File: src/rtl/flash_cfg_pkg.sv
// Constants, commands and helpers for the flash configuration registers.
// How it works
// - Power-on bit 0 clear selects four address bytes, set selects three.
// - Power-on bits 3 and 2 both clear select the four-line protocol.
// - Dedicated commands read and write the volatile register, then copy it.
// - Volatile bits 7:4 give 1 to 14 latency cycles; 0 and 15 mean default.
// - Volatile bit 3 clear enables execute-in-place; set disables it.
// - Volatile bits 1:0 select a 16, 32 or 64 byte aligned wrap.
// - Wrapped output runs to the block end, then restarts at its first byte.
// - Wrap code 11 reads sequentially through the whole array.
// - A known pattern lets the host tune its sampling point.
// - Power-on register is copied into the behaviour register after reset.
// - Four-byte addressing ignores the extended segment register.
// - Volatile values take effect once their write command completes.
package flash_cfg_pkg;
  // Command codes.
  localparam logic [7:0] CMD_WR_VOL = 8'h81;
  localparam logic [7:0] CMD_RD_VOL = 8'h85;
  localparam logic [7:0] CMD_WR_NV  = 8'hB1;
  localparam logic [7:0] CMD_RD_NV  = 8'hB5;
  localparam logic [7:0] CMD_READ   = 8'h0B;
  // Values after reset.
  localparam logic [15:0] NV_RESET  = 16'hFFFF;
  localparam logic [7:0]  VOL_RESET = 8'hFB;
  // Field positions.
  localparam int NV_ADDR_BIT = 0;
  localparam int NV_DUAL_BIT = 2;
  localparam int NV_QUAD_BIT = 3;
  localparam int NV_RATE_BIT = 5;
  localparam int NV_EXE_LSB  = 9;
  localparam int NV_LAT_LSB  = 12;
  localparam int VOL_LAT_LSB = 4;
  localparam int VOL_EXE_BIT = 3;
  localparam int VOL_RSV_BIT = 2;
  // Bit counts of the serial phases.
  localparam logic [5:0] BYTE_LAST  = 6'h07;
  localparam logic [5:0] HWORD_LAST = 6'h0F;
  localparam logic [5:0] ADDR3_LAST = 6'h17;
  localparam logic [5:0] ADDR4_LAST = 6'h1F;
  // Fixed byte shifted out during latency cycles.
  localparam logic [7:0] TUNE_PATTERN = 8'h34;

  typedef enum logic [2:0] {
    ST_IDLE = 3'b000, ST_CMD = 3'b001, ST_ADDR = 3'b011,
    ST_LAT  = 3'b010, ST_OUT = 3'b110, ST_WR   = 3'b111
  } frame_state_t;

  // Latency count: codes 0 and 15 fall back to the command default.
  function automatic logic [3:0] latCount(input logic [3:0] code,
                                          input logic [3:0] dflt);
    return (code == 4'h0 || code == 4'hF) ? dflt : code;
  endfunction

  // Next read address for the given wrap code.
  function automatic logic [31:0] nextAddr(input logic [31:0] a,
                                           input logic [1:0] w);
    case (w)
      2'b00:   return {a[31:4], a[3:0] + 4'h1};
      2'b01:   return {a[31:5], a[4:0] + 5'h01};
      2'b10:   return {a[31:6], a[5:0] + 6'h01};
      default: return a + 32'h1;
    endcase
  endfunction
endpackage

File: src/rtl/flash_volatile_config_regs.sv
// Serial front end and configuration registers of the flash device.
`timescale 1ns/10ps
`default_nettype none
module flash_volatile_config_regs
  import flash_cfg_pkg::*;
#(
  parameter logic [3:0] DEFAULT_LATENCY = 4'h8
) (
  // Clock and reset.
  input  wire logic        core_clk,
  input  wire logic        sys_rst,
  // Serial bus pins.
  input  wire logic        spiClk,
  input  wire logic        spiCsN,
  input  wire logic        spiDataIn,
  output logic             spiDataOut,
  output logic             spiDataOe,
  // Memory array port and segment select.
  input  wire logic [1:0]  extAddr,
  input  wire logic [7:0]  memData,
  output logic [31:0]      memAddr,
  output logic             memRead,
  // Behaviour register outputs and the tuning-pattern strobe.
  output logic             addrFourByte,
  output logic             quadProtocol,
  output logic             dualProtocol,
  output logic             singleRateTransfer,
  output logic [3:0]       latencyCycles,
  output logic             executeInPlaceEnable,
  output logic [1:0]       wrapMode,
  output logic             latchTuningPattern
);

  ////////////////////////////////////////////////////////////////////////////
  // Pin synchronisers.

  logic [2:0] clkSync;
  logic [2:0] csSync;
  logic [2:0] dinSync;
  logic       clkLvl;
  logic       csLvl;
  logic       dinLvl;
  logic       riseEv;
  logic       fallEv;
  logic       csFall;
  logic       csRise;
  logic       dinNow;

  // Three stages per pin; a level counts once the last two stages agree.
  always_ff @(posedge core_clk) begin
    if (sys_rst) begin
      clkSync <= 3'h0;
      csSync  <= 3'h7;
      dinSync <= 3'h0;
      clkLvl  <= 1'b0;
      csLvl   <= 1'b1;
      dinLvl  <= 1'b0;
    end else begin
      clkSync <= {clkSync[1:0], spiClk};
      csSync  <= {csSync[1:0], spiCsN};
      dinSync <= {dinSync[1:0], spiDataIn};
      if (clkSync[2] == clkSync[1]) clkLvl <= clkSync[2];
      if (csSync[2] == csSync[1]) csLvl <= csSync[2];
      if (dinSync[2] == dinSync[1]) dinLvl <= dinSync[2];
    end
  end

  // Edges are seen in the cycle the agreed level first differs.
  assign riseEv = (clkSync[2] == clkSync[1]) && clkSync[2] && !clkLvl;
  assign fallEv = (clkSync[2] == clkSync[1]) && !clkSync[2] && clkLvl;
  assign csFall = (csSync[2] == csSync[1]) && !csSync[2] && csLvl;
  assign csRise = (csSync[2] == csSync[1]) && csSync[2] && !csLvl;
  assign dinNow = (dinSync[2] == dinSync[1]) ? dinSync[2] : dinLvl;

  ////////////////////////////////////////////////////////////////////////////
  // Stored registers and the behaviour register.

  logic [15:0] nvReg;
  logic [7:0]  volReg;
  logic        loadNv;
  logic        volHit;

  // The power-on copy lands in the first cycle after reset release.
  always_ff @(posedge core_clk) begin
    if (sys_rst) loadNv <= 1'b1;
    else loadNv <= 1'b0;
  end

  // Behaviour register; only reset, the power-on copy and completed frames change it.
  always_ff @(posedge core_clk) begin
    if (sys_rst) begin
      addrFourByte         <= 1'b0;
      quadProtocol         <= 1'b0;
      dualProtocol         <= 1'b0;
      singleRateTransfer   <= 1'b1;
      latencyCycles        <= DEFAULT_LATENCY;
      executeInPlaceEnable <= 1'b0;
      wrapMode             <= 2'b11;
    end else if (loadNv) begin
      addrFourByte <= !nvReg[NV_ADDR_BIT];
      quadProtocol <= !nvReg[NV_QUAD_BIT] && !nvReg[NV_DUAL_BIT];
      dualProtocol <= nvReg[NV_QUAD_BIT] && !nvReg[NV_DUAL_BIT];
      singleRateTransfer <= nvReg[NV_RATE_BIT];
      latencyCycles <= latCount(nvReg[NV_LAT_LSB +: 4], DEFAULT_LATENCY);
      executeInPlaceEnable <= nvReg[NV_EXE_LSB +: 3] != 3'b111;
      wrapMode <= 2'b11;
    end else if (csRise && volHit) begin
      latencyCycles <= latCount(volReg[VOL_LAT_LSB +: 4],
                                DEFAULT_LATENCY);
      executeInPlaceEnable <= !volReg[VOL_EXE_BIT];
      wrapMode <= volReg[1:0];
    end
  end

  ////////////////////////////////////////////////////////////////////////////
  // Frame engine: command, address, latency, data.

  frame_state_t state;
  logic [7:0]   cmdReg;
  logic [5:0]   bitCnt;
  logic [31:0]  shReg;
  logic [31:0]  shNext;
  logic [7:0]   nvLow;
  logic [7:0]   curByte;
  logic [2:0]   outCnt;
  logic [1:0]   srcSel;
  logic         nvPhase;
  logic         fetch;
  logic [5:0]   addrLast;

  assign shNext   = {shReg[30:0], dinNow};
  assign addrLast = addrFourByte ? ADDR4_LAST : ADDR3_LAST;
  // A byte fetch from the array: at the latency end or a byte boundary.
  assign fetch = !csRise && !csFall && srcSel == 2'd2 &&
                 ((riseEv && state == ST_LAT &&
                   bitCnt == {2'b00, latencyCycles - 4'h1}) ||
                  (fallEv && state == ST_OUT && outCnt == 3'h7));

  // One process owns every frame register, so both edges share it.
  always_ff @(posedge core_clk) begin
    if (sys_rst) begin
      state   <= ST_IDLE;
      cmdReg  <= 8'h00;
      bitCnt  <= 6'h00;
      shReg   <= 32'h0;
      nvReg   <= NV_RESET;
      volReg  <= VOL_RESET;
      nvLow   <= 8'h00;
      curByte <= 8'h00;
      outCnt  <= 3'h0;
      srcSel  <= 2'd0;
      nvPhase <= 1'b0;
      volHit  <= 1'b0;
      memAddr <= 32'h0;
    end else if (csRise) begin
      state <= ST_IDLE;
      volHit <= 1'b0;
    end else if (csFall) begin
      state  <= ST_CMD;
      bitCnt <= 6'h00;
      outCnt <= 3'h0;
      volHit <= 1'b0;
    end else if (riseEv && state != ST_IDLE && state != ST_OUT) begin
      shReg  <= shNext;
      bitCnt <= bitCnt + 6'h01;
      case (state)
        ST_CMD: begin
          if (bitCnt == BYTE_LAST) begin
            cmdReg <= shNext[7:0];
            bitCnt <= 6'h00;
            if (shNext[7:0] == CMD_RD_VOL) begin
              state   <= ST_OUT;
              srcSel  <= 2'd0;
              curByte <= volReg;
              volHit  <= 1'b1;
            end else if (shNext[7:0] == CMD_RD_NV) begin
              state   <= ST_OUT;
              srcSel  <= 2'd1;
              nvPhase <= 1'b1;
              curByte <= nvReg[7:0];
            end else if (shNext[7:0] == CMD_WR_VOL ||
                         shNext[7:0] == CMD_WR_NV) begin
              state <= ST_WR;
            end else if (shNext[7:0] == CMD_READ) begin
              state  <= ST_ADDR;
              srcSel <= 2'd2;
            end else begin
              state <= ST_IDLE;
            end
          end
        end
        ST_ADDR: begin
          if (bitCnt == addrLast) begin
            state  <= ST_LAT;
            bitCnt <= 6'h00;
            if (addrFourByte) memAddr <= shNext;
            else memAddr <= {6'h00, extAddr, shNext[23:0]};
          end
        end
        ST_LAT: begin
          if (bitCnt == {2'b00, latencyCycles - 4'h1}) begin
            state   <= ST_OUT;
            curByte <= memData;
            memAddr <= nextAddr(memAddr, wrapMode);
          end
        end
        ST_WR: begin
          if (cmdReg == CMD_WR_VOL && bitCnt == BYTE_LAST) begin
            // Reserved bit is forced low on every write.
            volReg <= shNext[7:0] & ~(8'h01 << VOL_RSV_BIT);
            volHit <= 1'b1;
            state  <= ST_IDLE;
          end else if (cmdReg == CMD_WR_NV && bitCnt == BYTE_LAST) begin
            nvLow <= shNext[7:0];
          end else if (cmdReg == CMD_WR_NV && bitCnt == HWORD_LAST) begin
            // Only a full low-then-high pair is stored; reset reloads NV_RESET, so it never reaches the outputs.
            nvReg <= {shNext[7:0], nvLow};
            state <= ST_IDLE;
          end
        end
        default: state <= ST_IDLE;
      endcase
    end else if (fallEv && state == ST_OUT) begin
      outCnt <= outCnt + 3'h1;
      if (outCnt == 3'h7) begin
        case (srcSel)
          2'd0: curByte <= volReg;
          2'd1: begin
            curByte <= nvPhase ? nvReg[15:8] : nvReg[7:0];
            nvPhase <= !nvPhase;
          end
          default: begin
            curByte <= memData;
            memAddr <= nextAddr(memAddr, wrapMode);
          end
        endcase
      end
    end
  end

  ////////////////////////////////////////////////////////////////////////////
  // Output pin and status strobes.

  // Data changes on falling edges so the host samples a settled bit.
  always_ff @(posedge core_clk) begin
    if (sys_rst || csRise) begin
      spiDataOut <= 1'b0;
      spiDataOe  <= 1'b0;
      latchTuningPattern <= 1'b0;
    end else if (fallEv && state == ST_LAT) begin
      spiDataOut <= TUNE_PATTERN[~bitCnt[2:0]];
      spiDataOe  <= 1'b1;
      latchTuningPattern <= 1'b1;
    end else if (fallEv && state == ST_OUT) begin
      spiDataOut <= curByte[~outCnt];
      spiDataOe  <= 1'b1;
      latchTuningPattern <= 1'b0;
    end
  end

  // One-cycle strobe for each byte taken from the array.
  always_ff @(posedge core_clk) begin
    if (sys_rst) memRead <= 1'b0;
    else memRead <= fetch;
  end
endmodule
`default_nettype wire

File: config.mk
export PLATFORM = sky130hd
export DESIGN_NAME = flash_volatile_config_regs
export DESIGN_NICKNAME = d
export VERILOG_FILES = /design/src/rtl/flash_cfg_pkg.sv /design/src/rtl/flash_volatile_config_regs.sv
export SDC_FILE = /design/constraint.sdc
export NUM_CORES = 1
export LEC_CHECK = 0
export ABC_AREA = 1
export BUFFER_PORTS_ARGS = -buffer_cell sky130_fd_sc_hd__buf_4
export CORE_UTILIZATION = 50
export DETAILED_ROUTE_END_ITERATION = 16
export PLACE_DENSITY = 0.72
export SLEW_MARGIN = 30
export SYNTH_ARGS = -nofsm -noshare
export SYNTH_HDL_FRONTEND = slang
export SYNTH_SLANG_ARGS = --single-unit
File: constraint.sdc
create_clock -name core_clk -period 3.6 [get_ports core_clk]
set_clock_uncertainty 0.1 [all_clocks]
set_input_delay 0.18 -clock core_clk [delete_from_list [all_inputs] [get_ports core_clk]]
set_output_delay 0.18 -clock core_clk [all_outputs]
set_load 0.1 [all_outputs]
Word level (Yosys, flattened, before mapping)
Memories as Yosys holds them, arrays and structs flattened.
Index checks and enable logic that the tools add are counted.
{"block": "word_totals", "romBits": 8, "in_bits": 15, "out_inout_bits": 47, "reg_bits": 154, "mem_count": 1}
{"block": "op_classes", "n_reduce_logical": 72, "bitwise": 6, "n_mux": 74, "addsub": 7, "n_eq_ne": 53, "magnitude_cmp": 2}
{"memory": "(name not given)", "words": 8, "width": 1, "rd": 1, "rd_ports_with_merged_regs": 0, "write_ports": 0, "line": "flash_volatile_config_regs.sv:251", "text": "spiDataOut <= TUNE_PATTERN[~bitCnt[2:0]];"}
{"operator": "two-way mux 32 bit", "n": 7}
{"operator": "one-hot mux 32 bit (3 select lines)", "n": 1}
{"operator": "two-way mux 8 bit", "n": 8}
{"operator": "one-hot mux 32 bit (2 select lines)", "n": 1}
{"operator": "equality test 8 bit, second input constant", "n": 6}
{"operator": "two-way mux 3 bit", "n": 12}
{"operator": "inequality test 3 bit, second input constant", "n": 11}
{"operator": "adder 32 x 1 -> 32 bit, second input constant", "n": 1}
{"operator": "one-hot mux 8 bit (2 select lines)", "n": 2}
{"operator": "two-way mux 1 bit", "n": 25}
{"operator": "logical AND 1 bit", "n": 24}
{"operator": "two-way mux 6 bit", "n": 4}
{"operator": "two-way mux 4 bit", "n": 5}
{"operator": "AND reduction 6 bit", "n": 3}
{"operator": "AND reduction 8 bit", "n": 2}
{"operator": "nonzero test 2 bit", "n": 8}
{"operator": "AND reduction 5 bit", "n": 3}
{"operator": "inequality test 2 bit, second input constant", "n": 7}
{"operator": "AND reduction 7 bit", "n": 2}
{"operator": "adder 6 x 1 -> 6 bit, second input constant", "n": 2}
{"operator": "inequality test 4 bit, second input constant", "n": 3}
{"operator": "one-hot mux 3 bit (4 select lines)", "n": 1}
{"operator": "one-hot mux 6 bit (2 select lines)", "n": 1}
{"operator": "logical NOT 1 bit", "n": 11}
{"operator": "other kinds (33)", "n": 64}

Logic depth before layout (Yosys ltp)
{"block": "logic_depth", "ltp_word": 11, "mapped_depth": 16}

Worst setup path after synthesis
OpenSTA, ideal clock, no wires.
{"block": "synth_path", "path_kind": "reg2reg", "from": "reg latencyCycles[0]", "to": "reg memAddr[14]", "slack_ps": 847, "stages_incl_launch_ff": 12, "synth_period_minus_slack_ps": 2753, "setup_ps": 118, "t_arrival_ps": 2535, "required_time_ps": 3382, "cell_sequence": "dfxtp_1 -> inv_1 -> ha_1 -> xnor2_1 -> nor2_1 -> nand3_1 -> nand3_2 -> nand3_4 -> clkinv_2 -> buf_6 -> o21ai_0 -> nor2_1"}
{"block": "synth_via", "elab_chain_cells": 4}
{"item": "from (decl)", "line": "flash_volatile_config_regs.sv:28", "text": "output logic [3:0] latencyCycles,"}
{"item": "from (signal assigned)", "line": "flash_volatile_config_regs.sv:104", "text": "latencyCycles <= latCount(nvReg[NV_LAT_LSB +: 4], DEFAULT_LATENCY);"}
{"item": "from (signal assigned)", "line": "flash_volatile_config_regs.sv:108", "text": "latencyCycles <= latCount(volReg[VOL_LAT_LSB +: 4],"}
{"item": "subtractor 4 x 1 -> 4 bit", "line": "flash_volatile_config_regs.sv:201", "text": "if (bitCnt == {2'b00, latencyCycles - 4'h1}) begin"}
{"item": "equality test 6 x 4 -> 1 bit", "line": "flash_volatile_config_regs.sv:201"}
{"item": "inequality test 3 bit (no line)"}
{"item": "AND reduction 8 bit (no line)"}
{"item": "to (signal assigned)", "line": "flash_volatile_config_regs.sv:196", "text": "if (addrFourByte) memAddr <= shNext;"}
{"item": "to (signal assigned)", "line": "flash_volatile_config_regs.sv:197", "text": "else memAddr <= {6'h00, extAddr, shNext[23:0]};"}
{"item": "to (signal assigned)", "line": "flash_volatile_config_regs.sv:204", "text": "memAddr <= nextAddr(memAddr, wrapMode);"}
{"item": "to (decl)", "line": "flash_volatile_config_regs.sv:21", "text": "output logic [31:0] memAddr,"}
Every way passes these cells.
A chain may end at the register's enable or synchronous reset.

Worst setup path in the final report
{"block": "layout_path", "from": "reg clkSync[1]", "to": "reg memAddr[11]"}
{"block": "layout_via", "elab_chain_cells": 7}
{"item": "from (decl)", "line": "flash_volatile_config_regs.sv:37", "text": "logic [2:0] clkSync;"}
{"item": "from (signal assigned)", "line": "flash_volatile_config_regs.sv:59", "text": "clkSync <= {clkSync[1:0], spiClk};"}
{"item": "equality test 1 bit *", "line": "flash_volatile_config_regs.sv:69, flash_volatile_config_regs.sv:70"}
{"item": "logical AND 1 bit (2 in series)", "line": "flash_volatile_config_regs.sv:69", "text": "assign riseEv = (clkSync[2] == clkSync[1]) && clkSync[2] && !clkLvl;"}
{"item": "logical AND 1 bit (2 in series)", "line": "flash_volatile_config_regs.sv:163", "text": "end else if (riseEv && state != ST_IDLE && state != ST_OUT) begin"}
{"item": "inequality test 3 x 1 -> 1 bit (no line) (tied with other cells)"}
{"item": "AND reduction 8 bit (no line)"}
Every way passes the cells marked *; elsewhere a longest branch is shown, timed or not.

==> summary.txt <==
Max VDD drop = 0.000363 V
# H-tree levels = 4
CP Launch Point = clkSync[1]$_SDFF_PP0_
Top delay family on crit path = simple AND/OR/NAND/NOR gates
Setup TNS Final = 0 ns
Distinct cells, synth = 41
Final setup viols = 0
First-pass DRT Iterations = 5
P&R area growth vs syn = 15.4%
Layout Nets = 1289
PD cells = 408 nW/um^2
register area = 3080 sq um
Hold Fails Final Rpt = 0
largest net degree at the start of global routing = 56
RSZ-0062 raised after global routing = no
clk buf depth = 2
crit path to = memAddr[11]$_SDFFE_PP0P_
clk root buf = clkbuf_16
Mapped Nets = 1248
Post-Route WL = 22700 um
multi-input logic area = 4220 sq um
# diodes = 0
mapped cell area = 8070 sq um
Top FF cell, synth = dfxtp_1
core area = 15800 sq um
Post-Syn Area per Cell = 6.59 sq um
Critical Path Source Type = flip-flop
1st-iter DRT viols = 1016
Yosys top cell by area = dfxtp_1
Rows = 46
Residual DRC = 0
overall routing resource usage = 28.3%
Final Slew Violations = 0
Pint = 2990 uW
Pleak = 0.00407 uW
WP depth = 10
fraction of registers with async set/reset = 0%
CP max stage cell = clkinv_2
Slew headroom = 57.0%
CTS tree = built
R2R Path End = memAddr[11]$_SDFFE_PP0P_
CP Data Required Time = 3.82 ns
Max-Cap Viols = 0
CP Buf/Inv Count = 2
Post-synth EDFFs = 0
commonest cells after routing, fill and taps aside = 277 x nand2_1, 178 x nor2_1, 154 x dfxtp_1, 139 x inv_1, 114 x o21ai_0
WP data arrival = 3.04 ns
clk slew on worst S/H paths = 0.07 ns
HPWL reported at the end of detailed placement = 16000 um
switch share = 21.2%
CP Cell Sequence = ha_1, inv_1, nor2_1, nand3_2, nand2_1, nand2_1, nand3_4, clkinv_2, o21ai_0, nor2_1
Psw = 805 uW
WL/cell = 15.2 um
Fmax achieved = 355 MHz
FF-to-FF path depth = 10
clock sink total = 154
Synth Register Bits = 154
Clk pwr share = 51.8%
Reg-to-Reg Start = clkSync[1]$_SDFF_PP0_
Hold WC Path Type = input pin to flip-flop
Post-CTS Repair Setup Buffers = 0
Syn Inst Count = 1223
sequential element share of the synthesized area = 38.2%
vias in the first global route = 6855
die height = 129 um
Slew @ Worst Pin = 0.640 ns
sequential share of power = 45.3%
Critical Path Max Stage Delay = 0.43 ns
via count = 8013
CP max FO = 33
critical path class = flip-flop to flip-flop
Die X = 129 um
Synth warnings = 0
Ports = 62
Setup crit end kind = flip-flop
worst setup margin = 0.785 ns
first-pass GRT wire length = 36300 um
initial antenna violation count = 0
worst skew pair latency = 0.43 ns
top post-synthesis cells by area = dfxtp_1 38%, nand2_1 13%, nor2_1 8.3%, o21ai_0 7.1%, inv_1 6.5%
Total Power = 3800 uW
reg-to-reg slack, setup = 0.79 ns
post-synth top area share = 38.2%
number of I/O port buffers = 61
outcome = completed
Initial Util = 51.0%
commonest non-fill, non-tap cell in the layout = nand2_1
number of CTS-inserted buffers = 17
post-route minimum period = 2.81 ns
Final ANT Viol Nets = 0
Final GP Congestion = 0.920
GRT overflow = 0
layout cells sized above 1 = 9.95%
pre-CTS setup slack = 0.854 ns
fin crit share = 78.2%
Combinational Power Share = 2.9%
FILL cells = 1494
Avg Vias per Cell = 5.37
die area = 16600 sq um
[cell type report]
type	count	share of cell area (%)
clock inverters	10	2.06
clock buffers	21	4.84
flip-flops and latches	154	33.1
multi-input cells	874	45.4
repair buffers	70	5.76
inverters	147	5.94
well taps	216	2.90
[tightest hold or removal path: cells and delay by family]
family,cells,cell delay (ns)
buffers and inverters,1,0.08
AND/OR/NAND/NOR,4,0.23
[synth_stat cells, drive strengths merged, types with 3 or more instances]
master / number
or2: 4
xor2: 12
nand3b: 5
o211ai: 35
dfxtp: 154
nor4: 3
o21ai: 119
nor2: 187
a21oi: 97
nand3: 65
a211oi: 5
o22ai: 3
buf: 14
nand2: 281
nor3: 15
clkbuf: 34
ha: 10
nand4: 25
inv: 145
[how the worst min path moves through the flow]
stage,startpoint,to,slack (ns),cells after the start
final,memData[1],curByte[1]$_SDFFE_PP0P_,0.02,5
after detailed placement,spiCsN,csSync[0]$_SDFF_PP1_,0.27,2
after floorplan,sys_rst,loadNv$_DFF_P_,0.11,0
after global routing,memData[5],curByte[5]$_SDFFE_PP0P_,0.02,5
after CTS,memData[1],curByte[1]$_SDFFE_PP0P_,0.001,5
after global placement,spiCsN,csSync[0]$_SDFF_PP1_,0.27,2
[power by group through the flow]
stage	Clock (uW)	Sequential [uW]	Combinational, uW
floorplan	0	1770	52.1
global placement	0	1760	104
detailed placement	0	1760	105
CTS	1990	1720	108
global route	2080	1720	118
finish	1970	1720	110
[stage by stage]
stage	cells	utilization, %	cell area, sq um	hold WS [ns]
after floorplan	1223	-	8070	0.108
after global placement	1457	54.5	8620	0.267
after detailed placement	1457	54.5	8620	0.274
after CTS	1492	58.8	9300	0.00118
after global routing	1492	58.8	9300	0.0214
final	1492	58.8	9300	0.0172
[what timing repair did]
item	CTS	global route
hold buffers	4	0
gates resized for setup	0	0
setup endpoints to repair	0	0
hold endpoints to repair	4	0
[cells by family (layout without fill, tap and decap cells)]
family	after synthesis	in the layout	synth area share, %
buf+inv	195	248	9.51
compound gates	265	265	18.2
fa+ha+maj	10	10	1.55
xor+xnor	14	14	1.52
flops	154	154	38.2
simple gates	585	585	31.0
[metal layers]
metal	up-vias	part of all wire [%]	global-route usage [%]
li1	4067	-	-
met1	3612	48	41.4
met2	315	43	42.0
met3	19	7.8	5.74
met4	0	1.4	7.75
met5	-	0	0
[sequential cells by signal, summed over array words and instances (netlist names), 2 cells and up]
signal	flops
bitCnt	6
cmdReg	8
dinSync	3
curByte	8
nvLow	8
latencyCycles	4
state	3
srcSel	2
outCnt	3
nvReg	16
csSync	3
shReg	31
wrapMode	2
memAddr	32
clkSync	3
volReg	7
(Power assumes the default switching activity.)
